<file path="src/core/sdc_regs.svh">
// register offsets, field positions, reset values and timing counts
// assumes: included by bare name into the setpoint detect block files
`ifndef SDC_REGS_SVH
`define SDC_REGS_SVH
// ---------------------------------------------------------------
// byte offsets on the wishbone slave
// ---------------------------------------------------------------
`define SDC_CTRL_OFS    10'h000
`define SDC_STATUS_OFS  10'h004
`define SDC_AUX_OFS     10'h008
`define SDC_CNT_OFS     10'h00c
`define SDC_DAC_BASE    10'h010
`define SDC_SP_BASE     10'h100
`define SDC_SP_CFG_W    2'h0
`define SDC_SP_LIM_W    2'h1
`define SDC_SP_V1_W     2'h2
`define SDC_SP_V2_W     2'h3
// ---------------------------------------------------------------
// field positions
// ---------------------------------------------------------------
`define SDC_CFG_CRIT_LSB 0
`define SDC_CFG_UM_LSB   3
`define SDC_CFG_ACT_LSB  5
`define SDC_CFG_TGT_LSB  7
`define SDC_CFG_CHAN_LSB 16
`define SDC_CFG_EN_BIT   31
`define SDC_AUX_OE_BIT   8
// ---------------------------------------------------------------
// reset values and constants
// ---------------------------------------------------------------
`define SDC_CFG_RST      32'h0000_0000
`define SDC_DAC_RST      16'h0000
`define SDC_AUX_RST      8'h00
`define SDC_TIMER_STOP   16'hffff
`define SDC_CLK_MHZ      50
`define SDC_EVAL_DLY_US  2
`define SDC_EVAL_DLY_CYC (`SDC_EVAL_DLY_US * `SDC_CLK_MHZ)
`endif

</file>
<file path="src/core/sdc_pkg.sv">
// types shared by the setpoint detect block
// assumes: compiled before any file that imports it
package sdc_pkg;
  typedef enum logic [2:0] {
    CR_INSIDE  = 3'b000,
    CR_OUTSIDE = 3'b001,
    CR_ABOVE   = 3'b010,
    CR_BELOW   = 3'b011,
    CR_EQUAL   = 3'b100,
    CR_HYST    = 3'b101
  } sdc_crit_t;
  typedef enum logic [1:0] {
    UM_NONE = 2'b00,
    UM_TRUE = 2'b01,
    UM_BOTH = 2'b10
  } sdc_umode_t;
  typedef enum logic [1:0] {
    AC_NONE  = 2'b00,
    AC_PORT  = 2'b01,
    AC_DAC   = 2'b10,
    AC_TIMER = 2'b11
  } sdc_action_t;
  typedef enum logic {
    ST_IDLE  = 1'b0,
    ST_ARMED = 1'b1
  } sdc_acq_t;
  typedef struct packed {
    logic        valid;
    logic [7:0]  chan;
    logic [15:0] data;
  } sdc_sample_t;
  typedef struct packed {
    logic        load;
    logic        stop;
    logic [1:0]  sel;
    logic [15:0] value;
  } sdc_timer_t;
endpackage : sdc_pkg

</file>
<file path="src/core/sdc_top.sv">
// setpoint detect and compare block with wishbone register slave
// assumes: samples, scan start and counter word come from logic on CLK
//
// Overview of operation
// [RL1] up to 16 setpoints, each bound to one channel of the scan group
// [RL2] every setpoint holds a 16-bit upper and lower limit
// [RL3] equal and below use upper limit, above uses lower limit
// [RL4] inside is strictly between limits, outside is above upper or below lower
// [RL5] hysteresis: above upper forces value 2, below lower forces value 1
// [RL6] hysteresis: inside the window flag and output hold
// [RL7] update mode none, true only or true and false; true only skips false
// [RL8] true and false mode applies value 1 on true, value 2 on false
// [RL9] each setpoint has a detect flag, 1 when met, 0 when not
// [RL10] detect flags are offered to the acquisition stream
// [RL11] each setpoint is evaluated at most once per scan
// [RL12] comparisons use 16-bit words; counter halves are separate channels
// [RL13] port action writes data byte under mask byte
// [RL14] dac action writes 16-bit value to one of four dacs
// [RL15] action none, port, dac or timer; timer gets stored value
// [RL16] hysteresis sends both values to the same single target
// [RL17] aux port stays undriven until host or setpoint writes it
// [RL18] dacs reset to zero; host may write another initial level
// [RL19] evaluation starts when the acquisition is armed
// [RL20] host uses equality only on counter or digital channels
// [RL21] host loads all setpoint settings before the acquisition
// [RL22] counter word is latched at every start of scan
// [RL23] sample arrives after converter pipeline delay, port updates at once
// [RL24] timer value 65535 stops the timer
// [RL25] unsigned compare in the cycle the sample arrives
// [RL26] flags and hysteresis states clear when the acquisition is armed
`timescale 1ns/1ps
`include "sdc_regs.svh"
module sdc_top (
  input  wire logic                 CLK,
  input  wire logic                 RESET,
  input  wire logic                 WB_CYC_I,
  input  wire logic                 WB_STB_I,
  input  wire logic                 WB_WE_I,
  input  wire logic [3:0]           WB_SEL_I,
  input  wire logic [9:0]           WB_ADR_I,
  input  wire logic [31:0]          WB_DAT_I,
  output logic      [31:0]          WB_DAT_O,
  output logic                      WB_ACK_O,
  input  wire sdc_pkg::sdc_sample_t SAMPLE,
  input  wire logic                 SCAN_START,
  input  wire logic [31:0]          COUNTER_IN,
  output logic      [31:0]          COUNTER_LATCHED,
  output logic      [15:0]          DETECT_FLAGS,
  output logic      [7:0]           AUX_PORT_O,
  output logic                      AUX_PORT_OE,
  output logic      [3:0][15:0]     DAC_OUT,
  output sdc_pkg::sdc_timer_t       TIMER_UPD
);
  import sdc_pkg::*;

  // byte-lane merge for wishbone writes
  function automatic logic [31:0] lane_merge(input logic [31:0] old_v, input logic [31:0] new_v,
                                             input logic [3:0] sel);
    for (int i = 0; i < 4; i++) begin
      lane_merge[i*8 +: 8] = sel[i] ? new_v[i*8 +: 8] : old_v[i*8 +: 8];
    end
  endfunction : lane_merge

  // lowest set bit wins; one setpoint per channel keeps hits unique
  function automatic logic [3:0] first_hit(input logic [15:0] v);
    first_hit = 4'h0;
    for (int i = 15; i >= 0; i--) begin
      if (v[i]) begin
        first_hit = 4'(i);
      end
    end
  endfunction : first_hit

  // single-limit and window criteria, all unsigned
  function automatic logic crit_met(input logic [2:0] crit, input logic [15:0] x,
                                    input logic [15:0] a, input logic [15:0] b);
    case (crit)
      CR_INSIDE:  crit_met = (x < a) && (x > b);
      CR_OUTSIDE: crit_met = (x > a) || (x < b);
      CR_ABOVE:   crit_met = x > b;
      CR_BELOW:   crit_met = x < a;
      CR_EQUAL:   crit_met = x == a;
      default:    crit_met = 1'b0;
    endcase
  endfunction : crit_met

  // ---------------------------------------------------------------
  // wishbone slave
  // ---------------------------------------------------------------
  logic             ack_reg;
  logic [31:0]      rdat_reg;
  logic [31:0]      rdat_next;
  logic [31:0]      cfg_reg [16];
  logic [31:0]      lim_reg [16];
  logic [15:0]      v1_reg  [16];
  logic [15:0]      v2_reg  [16];
  logic [15:0]      flag_reg;
  logic [15:0]      hyst_reg;
  logic [15:0]      done_reg;
  logic [7:0]       aux_port_reg;
  logic             aux_oe_reg;
  logic [3:0][15:0] dac_reg;
  logic [31:0]      cnt_reg;
  sdc_timer_t       timer_reg;
  sdc_acq_t         acq_reg;

  wire       bus_req  = WB_CYC_I && WB_STB_I && !ack_reg;
  wire       bus_wr   = bus_req && WB_WE_I;
  wire       sp_area  = WB_ADR_I[9:8] == `SDC_SP_BASE >> 8;
  wire [3:0] sp_idx   = WB_ADR_I[7:4];
  wire [1:0] sp_word  = WB_ADR_I[3:2];
  wire       dac_area = WB_ADR_I[9:4] == `SDC_DAC_BASE >> 4;
  wire [1:0] dac_idx  = WB_ADR_I[3:2];
  wire       ctrl_wr  = bus_wr && WB_ADR_I == `SDC_CTRL_OFS && WB_SEL_I[0];
  wire       aux_wr   = bus_wr && WB_ADR_I == `SDC_AUX_OFS;
  wire       arm_wr   = ctrl_wr && WB_DAT_I[0];
  wire       arm_rise = arm_wr && acq_reg == ST_IDLE;
  wire       armed    = acq_reg == ST_ARMED;
  wire [31:0] aux_word = {23'h0, aux_oe_reg, aux_port_reg};
  wire [31:0] aux_wval = lane_merge(aux_word, WB_DAT_I, WB_SEL_I);

  // read selection; unmapped words read as zero but still acknowledge
  wire [31:0] sp_rd = (sp_word == `SDC_SP_CFG_W) ? cfg_reg[sp_idx] :
                      (sp_word == `SDC_SP_LIM_W) ? lim_reg[sp_idx] :
                      (sp_word == `SDC_SP_V1_W)  ? {16'h0, v1_reg[sp_idx]} : {16'h0, v2_reg[sp_idx]};
  assign rdat_next = sp_area                          ? sp_rd :
                     dac_area                         ? {16'h0, dac_reg[dac_idx]} :
                     WB_ADR_I == `SDC_CTRL_OFS        ? {31'h0, armed} :
                     WB_ADR_I == `SDC_STATUS_OFS      ? {15'h0, armed, flag_reg} :
                     WB_ADR_I == `SDC_AUX_OFS         ? aux_word :
                     WB_ADR_I == `SDC_CNT_OFS         ? cnt_reg : 32'h0;

  // one-wait-state answer: ack one cycle after the request, then low
  always_ff @(posedge CLK) begin
    if (RESET) begin
      ack_reg  <= 1'b0;
      rdat_reg <= 32'h0;
    end else begin
      ack_reg  <= bus_req;
      rdat_reg <= rdat_next;
    end
  end
  assign WB_ACK_O = ack_reg;
  assign WB_DAT_O = rdat_reg;

  // setpoint settings are loaded by the host before arming [RL21]
  always_ff @(posedge CLK) begin
    if (RESET) begin
      for (int i = 0; i < 16; i++) begin
        cfg_reg[i] <= `SDC_CFG_RST;
        lim_reg[i] <= 32'h0;
        v1_reg[i]  <= 16'h0;
        v2_reg[i]  <= 16'h0;
      end
    end else if (bus_wr && sp_area) begin
      case (sp_word)
        `SDC_SP_CFG_W: cfg_reg[sp_idx] <= lane_merge(cfg_reg[sp_idx], WB_DAT_I, WB_SEL_I);
        `SDC_SP_LIM_W: lim_reg[sp_idx] <= lane_merge(lim_reg[sp_idx], WB_DAT_I, WB_SEL_I); // [RL2]
        `SDC_SP_V1_W:  v1_reg[sp_idx]  <= 16'(lane_merge({16'h0, v1_reg[sp_idx]}, WB_DAT_I, WB_SEL_I));
        default:       v2_reg[sp_idx]  <= 16'(lane_merge({16'h0, v2_reg[sp_idx]}, WB_DAT_I, WB_SEL_I));
      endcase
    end
  end

  // acquisition state: writing bit 0 arms, clearing it stops
  always_ff @(posedge CLK) begin
    if (RESET) begin
      acq_reg <= ST_IDLE;
    end else if (ctrl_wr) begin
      acq_reg <= WB_DAT_I[0] ? ST_ARMED : ST_IDLE; // [RL19]
    end
  end

  // ---------------------------------------------------------------
  // per-setpoint comparison
  // ---------------------------------------------------------------
  logic [15:0] hit;
  logic [15:0] new_flag;
  logic [15:0] apply_k;
  logic [15:0] use2_k;
  logic [15:0] is_h;
  logic [15:0] h_hi;
  logic [15:0] h_lo;

  // samples are 16-bit words; a counter's halves arrive as own channels [RL12]
  generate
    for (genvar k = 0; k < 16; k++) begin : g_sp
      wire [15:0] lim_a = lim_reg[k][31:16];
      wire [15:0] lim_b = lim_reg[k][15:0];
      wire [2:0]  crit  = cfg_reg[k][`SDC_CFG_CRIT_LSB +: 3];
      wire [1:0]  umode = cfg_reg[k][`SDC_CFG_UM_LSB +: 2];
      wire        met   = crit_met(crit, SAMPLE.data, lim_a, lim_b); // [RL3] [RL4] [RL25]
      // the done bit keeps a second sample of the same channel from acting [RL11]
      assign hit[k] = SAMPLE.valid && armed && cfg_reg[k][`SDC_CFG_EN_BIT] && (!done_reg[k] || SCAN_START) &&
                      SAMPLE.chan == cfg_reg[k][`SDC_CFG_CHAN_LSB +: 8]; // [RL1] [RL19]
      assign is_h[k] = crit == CR_HYST;
      assign h_hi[k] = SAMPLE.data > lim_a;
      assign h_lo[k] = SAMPLE.data < lim_b;
      // hysteresis holds its state inside the window [RL5] [RL6]
      assign new_flag[k] = is_h[k] ? (h_hi[k] ? 1'b1 : (h_lo[k] ? 1'b0 : hyst_reg[k])) : met;
      assign apply_k[k]  = is_h[k] ? (h_hi[k] || h_lo[k]) :
                           (umode == UM_BOTH) || (umode == UM_TRUE && met); // [RL7] [RL8]
      assign use2_k[k]   = is_h[k] ? h_hi[k] : !met;
    end
  endgenerate

  // flags clear on arming and follow the criterion once per scan [RL9] [RL26]
  always_ff @(posedge CLK) begin
    if (RESET || arm_rise) begin
      flag_reg <= 16'h0;
      hyst_reg <= 16'h0;
      done_reg <= 16'h0;
    end else begin
      flag_reg <= (flag_reg & ~hit) | (new_flag & hit);
      hyst_reg <= (hyst_reg & ~(hit & is_h)) | (new_flag & hit & is_h);
      done_reg <= (done_reg & ~{16{SCAN_START}}) | hit; // a hit in the scan-start cycle wins [RL11]
    end
  end
  assign DETECT_FLAGS = flag_reg; // [RL10]

  // counter word for the stream is caught at each start of scan [RL22]
  always_ff @(posedge CLK) begin
    if (RESET) begin
      cnt_reg <= 32'h0;
    end else if (SCAN_START) begin
      cnt_reg <= COUNTER_IN;
    end
  end
  assign COUNTER_LATCHED = cnt_reg;

  // ---------------------------------------------------------------
  // action on the chosen setpoint
  // ---------------------------------------------------------------
  wire [3:0]  sel      = first_hit(hit);
  wire        any_hit  = |hit;
  wire        upd_go   = any_hit && apply_k[sel];
  // both hysteresis values leave through the one configured target [RL16]
  wire [15:0] upd_val  = use2_k[sel] ? v2_reg[sel] : v1_reg[sel];
  wire [1:0]  upd_act  = cfg_reg[sel][`SDC_CFG_ACT_LSB +: 2];
  wire [1:0]  upd_tgt  = cfg_reg[sel][`SDC_CFG_TGT_LSB +: 2];
  wire        port_go  = upd_go && upd_act == AC_PORT; // [RL15]
  wire        dac_go   = upd_go && upd_act == AC_DAC;
  wire        timer_go = upd_go && upd_act == AC_TIMER;
  wire [7:0]  port_new = (aux_port_reg & ~upd_val[15:8]) | (upd_val[7:0] & upd_val[15:8]);

  // aux port starts undriven; setpoint update wins over a host write [RL17] [RL23]
  always_ff @(posedge CLK) begin
    if (RESET) begin
      aux_port_reg <= `SDC_AUX_RST;
      aux_oe_reg   <= 1'b0;
    end else if (port_go) begin
      aux_port_reg <= port_new; // [RL13]
      aux_oe_reg   <= 1'b1;
    end else if (aux_wr) begin
      aux_port_reg <= aux_wval[7:0];
      aux_oe_reg   <= aux_wval[`SDC_AUX_OE_BIT];
    end
  end
  assign AUX_PORT_O  = aux_port_reg;
  assign AUX_PORT_OE = aux_oe_reg;

  // dacs reset to 0 V; host writes give another start level [RL18] [RL14]
  always_ff @(posedge CLK) begin
    if (RESET) begin
      dac_reg <= {4{`SDC_DAC_RST}};
    end else if (dac_go) begin
      dac_reg[upd_tgt] <= upd_val;
    end else if (bus_wr && dac_area) begin
      dac_reg[dac_idx] <= 16'(lane_merge({16'h0, dac_reg[dac_idx]}, WB_DAT_I, WB_SEL_I));
    end
  end
  assign DAC_OUT = dac_reg;

  // timer load is a one-cycle pulse; all ones means stop [RL24]
  always_ff @(posedge CLK) begin
    if (RESET) begin
      timer_reg <= '0;
    end else begin
      timer_reg.load  <= timer_go;
      timer_reg.stop  <= timer_go && upd_val == `SDC_TIMER_STOP;
      timer_reg.sel   <= timer_go ? upd_tgt : timer_reg.sel;
      timer_reg.value <= timer_go ? upd_val : timer_reg.value;
    end
  end
  assign TIMER_UPD = timer_reg;

  // ---------------------------------------------------------------
  // checks
  // ---------------------------------------------------------------
  wire        hyst_hold = any_hit && is_h[sel] && !h_hi[sel] && !h_lo[sel];
  wire [1:0]  sel_um    = cfg_reg[sel][`SDC_CFG_UM_LSB +: 2];

  chk_arm_clears_flags: assert property (@(posedge CLK) disable iff (RESET) // [RL26]
    arm_rise |=> flag_reg == 16'h0) else $error("flags not cleared on arm");
  chk_once_per_scan: assert property (@(posedge CLK) disable iff (RESET) // [RL11]
    (!arm_rise && !SCAN_START) ##1 1'b1 |-> ((flag_reg ^ $past(flag_reg)) & $past(done_reg)) == 16'h0)
    else $error("flag changed twice in one scan");
  chk_port_masked: assert property (@(posedge CLK) disable iff (RESET) // [RL13]
    port_go |=> ((AUX_PORT_O ^ $past(aux_port_reg)) & ~$past(upd_val[15:8])) == 8'h0 && AUX_PORT_OE)
    else $error("port bits outside mask changed");
  chk_dac_written: assert property (@(posedge CLK) disable iff (RESET) // [RL14]
    dac_go |=> DAC_OUT[$past(upd_tgt)] == $past(upd_val)) else $error("dac not updated");
  chk_timer_stop: assert property (@(posedge CLK) disable iff (RESET) // [RL24]
    timer_go && upd_val == 16'hffff |=> TIMER_UPD.stop && TIMER_UPD.load) else $error("timer not stopped");
  chk_hyst_hold: assert property (@(posedge CLK) disable iff (RESET) // [RL6]
    hyst_hold |-> !upd_go ##1 $stable(flag_reg)) else $error("hysteresis changed inside window");
  chk_dac_reset: assert property (@(posedge CLK) // [RL18]
    RESET |=> DAC_OUT == 64'h0) else $error("dac not zero after reset");
  chk_true_only: assert property (@(posedge CLK) disable iff (RESET) // [RL7]
    (any_hit && !is_h[sel] && sel_um == UM_TRUE) |-> upd_go == new_flag[sel]) else $error("true-only misfire");
  chk_idle_no_hit: assert property (@(posedge CLK) disable iff (RESET) // [RL19]
    !armed |-> hit == 16'h0 ##1 !TIMER_UPD.load) else $error("evaluation while idle");

  // bus answer: exactly one wait state and a one-cycle acknowledge
  chk_ack_follows_req: assert property (@(posedge CLK) disable iff (RESET)
    bus_req |=> WB_ACK_O)
    else $error("request not acknowledged");
  chk_ack_one_cycle: assert property (@(posedge CLK) disable iff (RESET)
    WB_ACK_O |=> !WB_ACK_O)
    else $error("acknowledge held too long");

  // a flag moves only where its setpoint was taken in the cycle before
  chk_flag_needs_hit: assert property (@(posedge CLK) disable iff (RESET) // [RL9]
    !arm_rise |=> ((flag_reg ^ $past(flag_reg)) & ~$past(hit)) == 16'h0)
    else $error("flag moved without a sample");

  // hysteresis forces the flag by the side of the window that was left
  chk_hyst_high: assert property (@(posedge CLK) disable iff (RESET) // [RL5]
    any_hit && is_h[sel] && h_hi[sel] |=> DETECT_FLAGS[$past(sel)])
    else $error("hysteresis high not forced");
  chk_hyst_low: assert property (@(posedge CLK) disable iff (RESET) // [RL5]
    any_hit && is_h[sel] && h_lo[sel] && !h_hi[sel] |=> !DETECT_FLAGS[$past(sel)])
    else $error("hysteresis low not forced");

  // true and false mode: the dac gets value 1 on true and value 2 on false
  chk_both_true: assert property (@(posedge CLK) disable iff (RESET) // [RL8]
    dac_go && !is_h[sel] && sel_um == UM_BOTH && new_flag[sel] |=> DAC_OUT[$past(upd_tgt)] == $past(v1_reg[sel]))
    else $error("true value not applied");
  chk_both_false: assert property (@(posedge CLK) disable iff (RESET) // [RL8]
    dac_go && !is_h[sel] && sel_um == UM_BOTH && !new_flag[sel] |=> DAC_OUT[$past(upd_tgt)] == $past(v2_reg[sel]))
    else $error("false value not applied");

  // counter word at start of scan; port left undriven by reset
  chk_counter_latch: assert property (@(posedge CLK) disable iff (RESET) // [RL22]
    SCAN_START |=> COUNTER_LATCHED == $past(COUNTER_IN))
    else $error("counter word not latched");
  chk_oe_after_reset: assert property (@(posedge CLK) // [RL17]
    RESET |=> !AUX_PORT_OE)
    else $error("aux port driven after reset");
endmodule : sdc_top

</file>
<file path="config.mk">
export PLATFORM = sky130hd
export DESIGN_NAME = sdc_top
export DESIGN_NICKNAME = d
export VERILOG_FILES = /design/src/core/sdc_pkg.sv /design/src/core/sdc_top.sv
export VERILOG_INCLUDE_DIRS = /design/src /design/src/core
export SDC_FILE = /design/constraint.sdc
export NUM_CORES = 2
export LEC_CHECK = 0
export BUFFER_PORTS_ARGS = -buffer_cell sky130_fd_sc_hd__buf_2
export CAP_MARGIN = 25
export CORE_MARGIN = 4
export CORE_UTILIZATION = 60
export CTS_CLUSTER_DIAMETER = 60
export DETAILED_ROUTE_END_ITERATION = 16
export GPL_TIMING_DRIVEN = 0
export PLACE_DENSITY = 0.76
export REMOVE_ABC_BUFFERS = 1
export SYNTH_ARGS = -nofsm -noshare
export SYNTH_HDL_FRONTEND = slang
export SYNTH_SLANG_ARGS = --single-unit
</file>
<file path="constraint.sdc">
create_clock -name CLK -period 7.27 [get_ports CLK]
set_input_delay 2.181 -clock CLK [delete_from_list [all_inputs] [get_ports CLK]]
set_output_delay 2.181 -clock CLK [all_outputs]
set_load 0.02 [all_outputs]
</file>
==> flow_summary.toml <==
[finish]
area_growth_pct = 13.36
final_cell_mix = "nor2_1 (1,781), edfxtp_1 (1,536), inv_1 (560), mux4_2 (513), ha_1 (512)"
postLayoutCellArea_mm2 = 0.1116
instances_no_fill = 11100
nets = 9352
final_common_cell = "nor2_1"
drive_gt1_share_pct = 18.11

[clocking]
htree_levels = 4
cts.sinks = 1743
clkLatencyLatePin_ns = 0.87
cts_buffers = 180
root_buffer = "clkbuf_16"
cts_tree = "yes"
cts_hold_buf = 0
clockBufferDepth = 3
path_clk_slew_ns = 0.06

[placed_design]
gp_congestion = 0.9810
dpl_cell_area_mm2 = 0.1040
io_buffers = 282
dp_slack_ns = -2.428
hpwl_um = 247000
placed_cells = 10640

[worst_setup_path]
crit_path_start = "SAMPLE[8]"
slowest_delay_ns = 0.53
startpoint_type = "input pin"
r2r-end = "TIMER_UPD[18]$_SDFF_PP0_"
crit_path_end_kind = "register"
worst-setup-path-type = "in -> reg"
crit_chain = "buf_4 > ha_1 > nand4_1 > or2_2 > a311oi_1 > nor2_1 > o2111a_1 > a211oi_1 > o211ai_1 > a32o_1 > buf_8 > nor2_4 > nand3_1 > o2111a_1 > a31oi_4 > and4_1 > nand4_1 > nor4_2"
worstReg2RegStart = "acq_reg$_SDFFE_PP0P_"
r2r_cells = 16
slowest_stage = "nor4_2"
critical_path_peak_fanout = 32
arrival_ns = 8.25
cp.required_ns = 7.97
reg2reg_slack_ns = 0.98
crit_end = "TIMER_UPD[18]$_SDFF_PP0_"

[route]
num_vias = 78460
dr.pass1.iters = 9
drtIter0Drc = 13350
wire_per_inst_um = 32.37
routed_wl_um = 359200
drcViolationCount = 0
vias_per_cell = 7.072
ant_nets = 0

[logic_synthesis]
synth_seq_cells = 1743
synth_compound_area_share_pct = 7.308
synth.yosys.seq_area_share_pct = 51.08
synth_edf_count = 1536
yosysWarnings = 0
synthMuxAreaShare_pct = 15.71
syn_inst = 8515
yosys.area_share.simple_pct = 13.57
syn_area_mm2 = 0.09841
ys.flop_type = "edfxtp_1"
ys_types = 109
async_flop_share_pct = 0
postSynthAreaPerCell_um2 = 11.56
synth_top_family_by_area = "multiplexers"
synth_xor_area_share_pct = 1.144
synth-adder-area-share_pct = 6.510

[run_status]
violations = "negative setup slack"
status = "complete, but fails checks"

[die]
die_w_um = 413.0
die_area_mm2 = 0.1706
die_h_um = 413.0
start_util_pct = 60.39
core_mm2 = 0.1630
ios = 283
fp-row-count = 148

[sta]
fmax_mhz = 132.4
worst_pin_slew_ns = 1.262
finalCriticalPeriod_ns = 7.553
finalMaxSlewViolations = 0
setup_viol = 2
setup_ws_ns = -0.2827
slew_headroom_pct = 14.96
rsz0062_at_grt = "yes"
period_share_pct = 103.9
finClkSkew_ns = 0.04393
hold_violations = 0

[global_route]
grt_pass1_wl_um = 508900
grt_max_degree = 115
gr-usage-all-layers_pct = 41.37
gr-total-overflow = 0
grt_pass1_vias = 75970
antenna_found_initial = 37

[power]
p_per_area_mw_per_mm2 = 217.2
peakVddDrop_mv = 0.2707
power.leakage_nw = 42.51

[run]
drv_cap = 0

[min_path]
hold_depth = 1
min_path_type = "reg -> reg"
==> synth_stat cells, drive strengths merged (58+ instances only) <==
master	n	share of area (%)
a211oi	134	1.0
a21oi	295	1.5
and2	69	0.44
buf	173	1.1
clkbuf	370	1.4
dfxtp	207	4.2
edfxtp	1536	47
ha	512	6.5
inv	564	2.2
mux2i	352	3.6
mux4	513	12
nand2	532	2.0
nand2b	77	0.49
nand3	134	0.69
nand4	130	0.83
nor2	1784	6.8
nor3	89	0.49
nor4	58	0.39
o21ai	178	0.92
xnor2	59	0.55
xor2	67	0.60
==> where the power goes <==
group          internal (mW)  total, mW  switching (mW)
combinational           1.13       3.24            2.11
clock                   5.46       9.63            4.17
sequential              11.2       11.4           0.190
total                   17.8       24.2            6.47
==> worst max-delay path, delay by kind of cell <==
kind / cells / cell delay, ns
buf+inv: 2 / 0.74
fa+ha+maj: 1 / 0.24
simple gates: 8 / 2.43
compound gates: 7 / 2.59
==> cell families after synthesis <==
kind of cell | Yosys count
AO/OA/AOI/OAI | 1066
buffers and inverters | 1107
AND/OR/NAND/NOR | 3062
multiplexers | 899
adder cells (fa/ha/maj) | 512
flip-flops | 1743
XOR/XNOR | 126
==> metrics by stage <==
stage	total power, mW	TNS, ns	utilization (%)	hold WS, ns
2_1_floorplan	13.06	-561.08	-	0.4450
3_3_place_gp	14.48	-	61.40	0.4307
3_5_place_dp	14.54	-165.98	63.79	0.4382
4_1_cts	23.95	0	67.77	0.4488
5_1_grt	24.72	-0.1174	68.42	0.4776
6_report	24.24	-0.3089	68.46	0.4589
==> cell type report <==
| type | instances | area, µm² |
|---|---|---|
| diodes | 32 | 80.08 |
| clock buffers | 251 | 5054 |
| clock inverters | 88 | 1023 |
| fillers | 11440 | 51400 |
| inverters | 564 | 2120 |
| multi-input cells | 5667 | 44350 |
| flip-flops and latches | 1743 | 50270 |
| well taps | 2175 | 2721 |
| repair buffers | 575 | 5947 |
==> how the worst min path moves through the flow <==
stage / startpoint / slack [ns] / endpoint
2_1_floorplan: hyst_reg[8]$_SDFF_PP0_ / 0.44 / hyst_reg[8]$_SDFF_PP0_
5_1_grt: WB_ACK_O$_SDFF_PP0_ / 0.48 / WB_ACK_O$_SDFF_PP0_
4_1_cts: WB_ACK_O$_SDFF_PP0_ / 0.45 / WB_ACK_O$_SDFF_PP0_
3_5_place_dp: WB_ACK_O$_SDFF_PP0_ / 0.44 / WB_ACK_O$_SDFF_PP0_
3_3_place_gp: WB_ACK_O$_SDFF_PP0_ / 0.43 / WB_ACK_O$_SDFF_PP0_
6_report: WB_ACK_O$_SDFF_PP0_ / 0.46 / WB_ACK_O$_SDFF_PP0_
==> repair_timing <==
| action | in CTS | in global routing |
|---|---|---|
| resized for setup | 68 | 32 |
| setup buffers | 10 | 12 |
| pin swaps | 5 | 6 |
| gates cloned | 2 | 0 |
| setup endpoints to repair | 91 | 77 |
==> per-layer routing <==
metal | share of wire [%] | wire length [µm] | global-route usage (%)
met2 | 42 | 151700 | 59.36
met5 | 0.094 | 336 | 0.4310
met3 | 18 | 63350 | 18.13
met1 | 32 | 116300 | 51.32
met4 | 7.6 | 27470 | 26.10
Note: power is estimated with default switching activity, not from simulation.
